File: src/hw/cps_map.vh
// Purpose: Constants for the charger protection and power-path selector.
// Assumes: One 200 MHz clock; comparator flags arrive synchronous to it.
// Notes:   Register offsets are byte addresses of aligned 32-bit words.
`ifndef CPS_MAP_VH
`define CPS_MAP_VH

`define CPS_CLK_KHZ        200000
`define CPS_TICK_US        1000
`define CPS_TICK_CYC       ((`CPS_CLK_KHZ * `CPS_TICK_US) / 1000)
`define CPS_INSERT_MS      700
`define CPS_BLANK_MS       2
`define CPS_RAMP_STEPS     8
`define CPS_RAMP_STEP_MS   1

`define CPS_OFF_CTRL       32'h0000_0000
`define CPS_OFF_STATUS     32'h0000_0004
`define CPS_OFF_FLAGS      32'h0000_0008
`define CPS_OFF_RAMP       32'h0000_000c
`define CPS_ADDR_MSB       4

`define CPS_CTRL_CHG_EN    0
`define CPS_CTRL_CALIB     1
`define CPS_CTRL_RESET     32'h0000_0000

`define CPS_ST_ACSW        0
`define CPS_ST_BATSW       1
`define CPS_ST_CHG         2
`define CPS_ST_GOOD        3
`define CPS_ST_OVP_LATCH   4
`define CPS_ST_BSHORT      5
`define CPS_ST_HSIDE       6
`define CPS_ST_BBM         7

`endif

File: src/hw/cps_selector.v
// Purpose: Protection and power-path selector logic of a battery charger.
// Assumes: All comparator flags are synchronous to hclk; hresetn is the lockout.
// Notes:   Register access over AHB-Lite, zero wait states, OKAY always.
`timescale 1ns/1ps
`default_nettype none
`include "cps_map.vh"

module cps_selector #(
	parameter INSERT_MS = `CPS_INSERT_MS,
	parameter BLANK_MS  = `CPS_BLANK_MS,
	parameter TICK_CYC  = `CPS_TICK_CYC
) (
	// Clock and reset (reset is the supply lockout)
	input  wire        hclk,
	input  wire        hresetn,
	// AHB-Lite slave
	input  wire        hsel,
	input  wire [31:0] haddr,
	input  wire [1:0]  htrans,
	input  wire        hwrite,
	input  wire [2:0]  hsize,
	input  wire [31:0] hwdata,
	input  wire        hready,
	output wire [31:0] hrdata,
	output wire        hreadyout,
	output wire        hresp,
	// Comparator flags
	input  wire        supply_rail_ok,
	input  wire        adapter_detect_low,
	input  wire        adapter_detect_good,
	input  wire        input_overvoltage,
	input  wire        input_low_clear,
	input  wire        battery_over_104,
	input  wire        battery_below_102,
	input  wire        battery_short_in,
	input  wire        charge_overcurrent,
	input  wire        thermal_shutdown,
	input  wire        thermal_below_135,
	input  wire        input_current_limit,
	input  wire        overpower_cap_2v,
	// Power-path and status outputs
	output reg         adapter_switch_drive,
	output reg         battery_switch_drive,
	output reg         charge_enable,
	output reg         hside_gate_enable,
	output reg         precharge_scale,
	output reg         battery_short_flag,
	output reg         discharge_sink_en,
	output reg         overpower_charge_src,
	output reg         overpower_sink_en,
	output reg         input_current_monitor_out,
	output reg         bias_enable,
	output reg  [3:0]  charge_target_step,
	output reg         adapter_good_n_out,
	output reg         adapter_good_n_oe_n
);

	// ==========================================================
	// Millisecond timebase
	// ==========================================================
	localparam [31:0] TICK_LAST = TICK_CYC - 1;
	// A free-running divider: a delay may start anywhere inside a tick, so it can run up to one tick short.
	reg  [31:0] tick_cnt_q;
	wire        ms_tick = (tick_cnt_q == TICK_LAST);

	always @(posedge hclk or negedge hresetn) begin
		if (!hresetn)
			tick_cnt_q <= 32'h0000_0000;
		else if (ms_tick)
			tick_cnt_q <= 32'h0000_0000;
		else
			tick_cnt_q <= tick_cnt_q + 32'h0000_0001;
	end

	// ==========================================================
	// Register file
	// ==========================================================
	reg         ctrl_chg_q;
	reg         ctrl_calib_q;
	reg         wr_pend_q;
	reg  [31:0] wr_addr_q;
	wire        addr_ok = hsel && hready && htrans[1];
	reg  [31:0] rd_addr_q;

	always @(posedge hclk or negedge hresetn) begin
		if (!hresetn) begin
			wr_pend_q    <= 1'b0;
			wr_addr_q    <= 32'h0000_0000;
			rd_addr_q    <= 32'h0000_0000;
			ctrl_chg_q   <= 1'b0;
			ctrl_calib_q <= 1'b0;
		end else begin
			wr_pend_q <= addr_ok && hwrite;
			if (addr_ok) begin
				wr_addr_q <= haddr;
				rd_addr_q <= haddr;
			end
			if (wr_pend_q && wr_addr_q[`CPS_ADDR_MSB:0] == `CPS_OFF_CTRL) begin
				ctrl_chg_q   <= hwdata[`CPS_CTRL_CHG_EN];
				ctrl_calib_q <= hwdata[`CPS_CTRL_CALIB];
			end
		end
	end

	assign hreadyout = 1'b1;
	assign hresp     = 1'b0;

	// ==========================================================
	// Insertion sequence
	// ==========================================================
	localparam [3:0] S_IDLE  = 4'h1;
	localparam [3:0] S_WAIT  = 4'h2;
	localparam [3:0] S_BLANK = 4'h4;
	localparam [3:0] S_RUN   = 4'h8;

	reg  [3:0]  state_q;
	reg  [3:0]  state_d;
	reg  [15:0] ms_cnt_q;
	reg  [15:0] ms_cnt_d;
	reg         overpower_q;
	reg         bbm_q;
	reg         good_prev_q;
	wire        good_rise = adapter_detect_good && !good_prev_q;

	always @* begin
		state_d  = state_q;
		ms_cnt_d = ms_cnt_q;
		case (state_q)
			S_IDLE: begin
				ms_cnt_d = 16'h0000;
				if (adapter_detect_good && supply_rail_ok)
					state_d = S_WAIT;
			end
			S_WAIT: begin
				if (ms_tick)
					ms_cnt_d = ms_cnt_q + 16'h0001;
				if (ms_tick && ms_cnt_q == INSERT_MS[15:0] - 16'h0001) begin
					state_d  = S_BLANK;
					ms_cnt_d = 16'h0000;
				end
			end
			S_BLANK: begin
				if (ms_tick)
					ms_cnt_d = ms_cnt_q + 16'h0001;
				if (ms_tick && ms_cnt_q == BLANK_MS[15:0] - 16'h0001)
					state_d = S_RUN;
			end
			S_RUN: ms_cnt_d = 16'h0000;
			default: state_d = S_IDLE;
		endcase
		if (!adapter_detect_good || !supply_rail_ok)
			state_d = S_IDLE;
	end

	always @(posedge hclk or negedge hresetn) begin
		if (!hresetn) begin
			state_q     <= S_IDLE;
			ms_cnt_q    <= 16'h0000;
			good_prev_q <= 1'b0;
		end else begin
			state_q     <= state_d;
			ms_cnt_q    <= ms_cnt_d;
			good_prev_q <= adapter_detect_good;
		end
	end

	// ==========================================================
	// Protection latches
	// ==========================================================
	always @(posedge hclk or negedge hresetn) begin
		if (!hresetn) begin
			overpower_q <= 1'b0;
			bbm_q       <= 1'b0;
		end else begin
			// Clearing waits for a new insertion edge or a supply rail drop, so a held fault stays latched.
			if (good_rise || !supply_rail_ok)
				overpower_q <= 1'b0;
			else if (state_q == S_RUN && overpower_cap_2v)
				overpower_q <= 1'b1;
			// Low adapter sense wins over a drive still on, so the flag clears even while the adapter switch is driven.
			if (input_low_clear || !supply_rail_ok)
				bbm_q <= 1'b0;
			else if (adapter_switch_drive)
				bbm_q <= 1'b1;
		end
	end

	// ==========================================================
	// Charger protections
	// ==========================================================
	reg bat_ov_q;
	reg therm_q;
	reg short_q;
	reg calib_swap_q;
	reg [2:0] ramp_q;
	reg [9:0] ramp_ms_q;
	wire adapter_ok = (state_q == S_BLANK || state_q == S_RUN) && !overpower_q && !input_overvoltage;
	wire chg_allow = ctrl_chg_q && adapter_ok && supply_rail_ok && !thermal_shutdown && !therm_q;

	always @(posedge hclk or negedge hresetn) begin
		if (!hresetn) begin
			bat_ov_q     <= 1'b0;
			therm_q      <= 1'b0;
			short_q      <= 1'b0;
			calib_swap_q <= 1'b0;
			ramp_q       <= 3'h0;
			ramp_ms_q    <= 10'h000;
		end else begin
			if (battery_over_104)
				bat_ov_q <= 1'b1;
			else if (battery_below_102)
				bat_ov_q <= 1'b0;
			if (thermal_shutdown)
				therm_q <= 1'b1;
			else if (thermal_below_135)
				therm_q <= 1'b0;
			short_q <= battery_short_in;
			// Calibration swaps to the adapter on a short and back on recovery.
			calib_swap_q <= ctrl_calib_q && battery_short_in;
			if (!chg_allow) begin
				ramp_q    <= 3'h0;
				ramp_ms_q <= 10'h000;
			end else if (ms_tick && ramp_q != 3'h7) begin
				if (ramp_ms_q == `CPS_RAMP_STEP_MS - 1) begin
					ramp_ms_q <= 10'h000;
					ramp_q    <= ramp_q + 3'h1;
				end else
					ramp_ms_q <= ramp_ms_q + 10'h001;
			end
		end
	end

	// ==========================================================
	// Output stage: power-path drives
	// ==========================================================
	wire to_adapter = adapter_ok && (!ctrl_calib_q || calib_swap_q);

	always @(posedge hclk or negedge hresetn) begin
		if (!hresetn) begin
			adapter_switch_drive <= 1'b0;
			battery_switch_drive <= 1'b0;
		end else begin
			// Battery switch drops before the adapter switch is allowed on, so both never conduct.
			battery_switch_drive <= supply_rail_ok && !input_low_clear && !to_adapter;
			adapter_switch_drive <= supply_rail_ok && to_adapter && !battery_switch_drive;
		end
	end

	// ==========================================================
	// Output stage: charger controls
	// ==========================================================
	always @(posedge hclk or negedge hresetn) begin
		if (!hresetn) begin
			charge_enable      <= 1'b0;
			discharge_sink_en  <= 1'b0;
			hside_gate_enable  <= 1'b0;
			precharge_scale    <= 1'b0;
			battery_short_flag <= 1'b0;
			charge_target_step <= 4'h0;
		end else begin
			charge_enable <= chg_allow;
			discharge_sink_en <= chg_allow;
			// The raw flag gates too, so the first overvoltage cycle is not lost to the latch delay.
			hside_gate_enable <= chg_allow && !bat_ov_q && !battery_over_104 && !charge_overcurrent;
			precharge_scale <= short_q;
			battery_short_flag <= short_q;
			charge_target_step <= chg_allow ? {1'b0, ramp_q} + 4'h1 : 4'h0;
		end
	end

	// ==========================================================
	// Output stage: bias, monitor and status pin
	// ==========================================================
	always @(posedge hclk or negedge hresetn) begin
		if (!hresetn) begin
			bias_enable               <= 1'b0;
			input_current_monitor_out <= 1'b0;
			overpower_charge_src      <= 1'b0;
			overpower_sink_en         <= 1'b0;
			adapter_good_n_out        <= 1'b0;
			adapter_good_n_oe_n       <= 1'b1;
		end else begin
			bias_enable <= supply_rail_ok;
			input_current_monitor_out <= supply_rail_ok && !adapter_detect_low;
			// Source and sink follow the limit flag alone, so the capacitor keeps its memory of faults.
			overpower_charge_src <= input_current_limit;
			overpower_sink_en <= !input_current_limit;
			// The pin is open drain: only the enable moves, the driven level is always low.
			adapter_good_n_out <= 1'b0;
			adapter_good_n_oe_n <= !(state_q == S_BLANK || state_q == S_RUN);
		end
	end

	// ==========================================================
	// Read mux
	// ==========================================================
	reg [31:0] rdata;
	always @* begin
		rdata = 32'h0000_0000;
		case (rd_addr_q[`CPS_ADDR_MSB:0])
			`CPS_OFF_CTRL: begin
				rdata[`CPS_CTRL_CHG_EN] = ctrl_chg_q;
				rdata[`CPS_CTRL_CALIB]  = ctrl_calib_q;
			end
			`CPS_OFF_STATUS: begin
				rdata[`CPS_ST_ACSW]       = adapter_switch_drive;
				rdata[`CPS_ST_BATSW]      = battery_switch_drive;
				rdata[`CPS_ST_CHG]        = charge_enable;
				rdata[`CPS_ST_GOOD]       = !adapter_good_n_oe_n;
				rdata[`CPS_ST_OVP_LATCH]  = overpower_q;
				rdata[`CPS_ST_BSHORT]     = battery_short_flag;
				rdata[`CPS_ST_HSIDE]      = hside_gate_enable;
				rdata[`CPS_ST_BBM]        = bbm_q;
			end
			`CPS_OFF_FLAGS: rdata[3:0] = state_q;
			`CPS_OFF_RAMP: rdata[3:0] = charge_target_step;
			default: rdata = 32'h0000_0000;
		endcase
	end
	assign hrdata = rdata;

endmodule // cps_selector
`default_nettype wire

File: config.mk
export PLATFORM = sky130hd
export DESIGN_NAME = cps_selector
export DESIGN_NICKNAME = d
export VERILOG_FILES = /design/src/hw/cps_selector.v
export VERILOG_INCLUDE_DIRS = /design/src /design/src/hw
export SDC_FILE = /design/constraint.sdc
export NUM_CORES = 1
export LEC_CHECK = 0
export ABC_AREA = 1
export BUFFER_PORTS_ARGS = -buffer_cell sky130_fd_sc_hd__buf_4
export CAP_MARGIN = 20
export CELL_PAD_IN_SITES_DETAIL_PLACEMENT = 2
export CELL_PAD_IN_SITES_GLOBAL_PLACEMENT = 2
export CORE_MARGIN = 4
export CORE_UTILIZATION = 32
export DETAILED_ROUTE_END_ITERATION = 10
export PLACE_DENSITY_LB_ADDON = 0.1
export SYNTH_ARGS = -nofsm -noshare
export SYNTH_HDL_FRONTEND = slang
export SYNTH_SLANG_ARGS = --single-unit
File: constraint.sdc
create_clock -name hclk -period 3.7 [get_ports hclk]
set_clock_uncertainty 0.1 [all_clocks]
set_input_delay 0.555 -clock hclk [delete_from_list [all_inputs] [get_ports hclk]]
set_output_delay 0.555 -clock hclk [all_outputs]
set_load 0.02 [all_outputs]
==> summary.txt <==
Logic synthesis
  • Adder-Cell Fraction of Synth Area: under 10%
  • Post-synth EDFFs: 0
  • Compound-Gate Fraction of Synth Area: a little over 6%
  • Post-synthesis sequential area ratio: a little over two fifths
  • Syn Area/Cell: 7.62 um^2
  • Yosys Warn Count: 0
  • Simple logic cell fraction of the synthesized area: 32.7%
  • FFs w/ async S/R, synth: 100%
  • Most used DFF post-synth: dfrtp_1
  • Yosys top cell by area: dfrtp_1
  • XOR/XNOR Fraction of Synth Area: 3.50%
  • #FFs+latches synth: 94
  • Share of the synthesized area in the top cell type: between 40% and 50%
  • Post-Syn Area: around 5500 um^2
  • Top cells by area, synth: dfrtp_1, nand2_1, inv_1
  • Largest family of logic cells by synthesized area: simple AND/OR/NAND/NOR gates
  • Gate Count Post-Synth: between 700 and 800
  • Post-synthesis mux area share: less than 1%
  • Post-synth cell types: between 40 and 50

Timing
  • Slew Limit Fails: 0
  • Max Fclk: ~400 MHz
  • Slew HR: between 40% and 50%
  • Fin crit period: around 2500 ps
  • RSZ-0062 raised after global routing: false
  • Slew @ Worst Pin: slightly above 800 ps
  • Setup TNS: 0 ps
  • # setup viols final: 0
  • Fin. Hold Viols: 0
  • Fin Hold WS: between 150 and 200 ps
  • Final period utilization: between 60% and 70%

Placed design
  • Port bufs: just under 50
  • Placed insts: 988
  • Dpl hpwl: between 10 and 15 mm
  • Placer Congestion: ~0.82

Drt
  • Drt wl/cell: between 15 and 20 um
  • Detailed Route Iter0 Violations: 138
  • Final wirelength: ~16 mm
  • DRC: 0
  • DR pass1 iterations: 4
  • Routed vias/inst: 4.74
  • Vias: around 4800
  • ANT nets after route: 0

Global routing
  • Met1 Use GR: a little over a fifth
  • Initial antenna violation count: 0
  • Busiest grt layer: met2
  • Total grt overflow: 0
  • GRT met3 Usage: between 3 and 4%
  • Pin count of the biggest net entering global routing: between 60 and 70
  • GRT met2 Usage: 31.8%
  • Vias in the first global route: 5473
  • Global-route total usage across every layer: between 10% and 20%
  • First-pass GRT wire length: 27.8 mm

Clock network
  • Root Driver: clkbuf_16
  • CTS hold repair buffers: 0
  • TritonCTS clock tree: done
  • Maximum clock path buffer count: 2
  • Post-cts sizing count: 0
  • Clk Latency, worst-skew pair: roughly 350 ps
  • Post-CTS setup buffers: 0
  • Clock slew at reported path FFs: approximately 70 ps
  • Total CTS buffers: 9
  • H-tree levels: 3
  • CTS Sinks: 94

Finish
  • Net total in the final layout: just under 900
  • Antenna cells: 0
  • Final core occ: 38.2%
  • Fraction of layout cells with a size suffix above 1: 14.4%
  • Most frequent cells in the layout: nand2_1, inv_1, nor2_1, dfrtp_1, buf_4
  • Commonest non-fill, non-tap cell in the layout: nand2_1
  • Area delta synth->final: 15.9%
  • Non-filler cells, final: between 1000 and 1500

Floorplan
  • Die Wd: 139 um
  • Row count: 47
  • DIE HEIGHT: 139 um
  • Core Area: between 15000 and 20000 um^2
  • Die ar.: about 19000 um^2
  • Ports: around 140
  • Initial Utilization: between 30% and 40%

Power
  • Power density over the cells: between 300 and 400 nW/um^2
  • Flop pwr share: between 40% and 50%
  • NetSw: between 500 and 600 uW
  • Clock power frac: between 40 and 50%
  • Leakage Power: 3.30 nW
  • Worst vdd ir: between 0.2 and 0.3 mV
  • Final Total Pwr: 2.30 mW
  • Gate power share: approximately 6.7%
  • Power Internal: roughly 1.8 mW
  • Switching portion of total power: between 20% and 30%

Worst hold path
  • HP Class: in2async

Critical path
  • Reg-to-reg startpoint: ms_cnt_q[0]
  • Worst EP arrival: 1880 ps
  • WP data required: 3040 ps
  • Reg2Reg Depth: 10
  • R2R Path End: ms_cnt_q[10]
  • Crit path max fanout: 6
  • CP startpoint kind: flip-flop
  • CP endpoint kind: output port
  • FF-to-FF setup slack: approximately 1500 ps
  • Worst Setup SP: rd_addr_q[1]
  • Crit path kind: reg2out

Run
  • Max_cap viols: 0

Outcome
  • Status: finished clean
[synth_stat cells, types with 11 or more instances]
| library cell | n |
|---|---|
| o21ai_1 | 11 |
| xor2_1 | 20 |
| nand4_1 | 19 |
| buf_4 | 29 |
| inv_1 | 114 |
| nor3_1 | 24 |
| nand3_1 | 39 |
| nand2_1 | 169 |
| a21oi_1 | 12 |
| nor2_1 | 99 |
| dfrtp_1 | 92 |
[through the flow]
step | instance area, um^2 | setup slack (ps)
global route | 6380 | 919
global placement | 6030 | 1540
CTS | 6380 | 1080
finish | 6380 | 1160
floorplan | 5600 | 1870
detailed placement | 6030 | 1470
[logic make-up (layout without fill, tap and decap cells)]
group	after synthesis	count (layout)
buffers and inverters	155	191
flip-flops	94	94
XOR/XNOR	22	22
AND/OR/NAND/NOR	389	389
AO/OA/AOI/OAI	51	51
adder cells (fa/ha/maj)	7	7
multiplexers	3	3
other	2	27
[layer usage]
| layer | routed length, um | vias up | share of wire (%) |
|---|---|---|---|
| met5 | 0 | - | 0 |
| met4 | 94 | 0 | 0.58 |
| met3 | 462 | 6 | 2.9 |
| met2 | 8470 | 52 | 53 |
| met1 | 7100 | 2386 | 44 |
| li1 | - | 2317 | - |
[layout make-up]
class	count	area, um^2
clock inverters	7	121
multi-input cells	499	2550
well taps	220	275
flip-flops and latches	94	2350
fillers	1967	10300
clock buffers	9	225
inverters	124	467
repair buffers	51	383
[registers in the layout, summed over array words and instances, names as in the netlist, 3 cells and up]
signal and count:
charge_target_step 4, state_q 4, rd_addr_q 5, ms_cnt_q 16, tick_cnt_q 32, ramp_q 3
ramp_ms_q 10
[power by group through the flow]
stage          clock network [mW]  logic, mW  registers, mW
6_report                     1.09      0.154           1.06
5_1_grt                      1.18      0.174           1.06
4_1_cts                      1.13      0.158           1.06
3_5_place_dp                    0      0.158           1.08
3_3_place_gp                    0      0.153           1.08
2_1_floorplan                   0      0.102           1.08
[critical path: stages (launching register included)]
cell	delay, ps
dfrtp_1	380
nor2_1	250
nand4_1	340
inv_1	210
nand2_1	80
o2111ai_1	100
buf_4	180
[worst max-delay path by stage]
stage | endpoint | cells past startpoint
after floorplan | hrdata[3] | 3
after global placement | hrdata[2] | 6
final | hrdata[1] | 6
after global routing | hrdata[1] | 6
after detailed placement | hrdata[1] | 6
after CTS | hrdata[1] | 6
(Power assumes the default switching activity.)
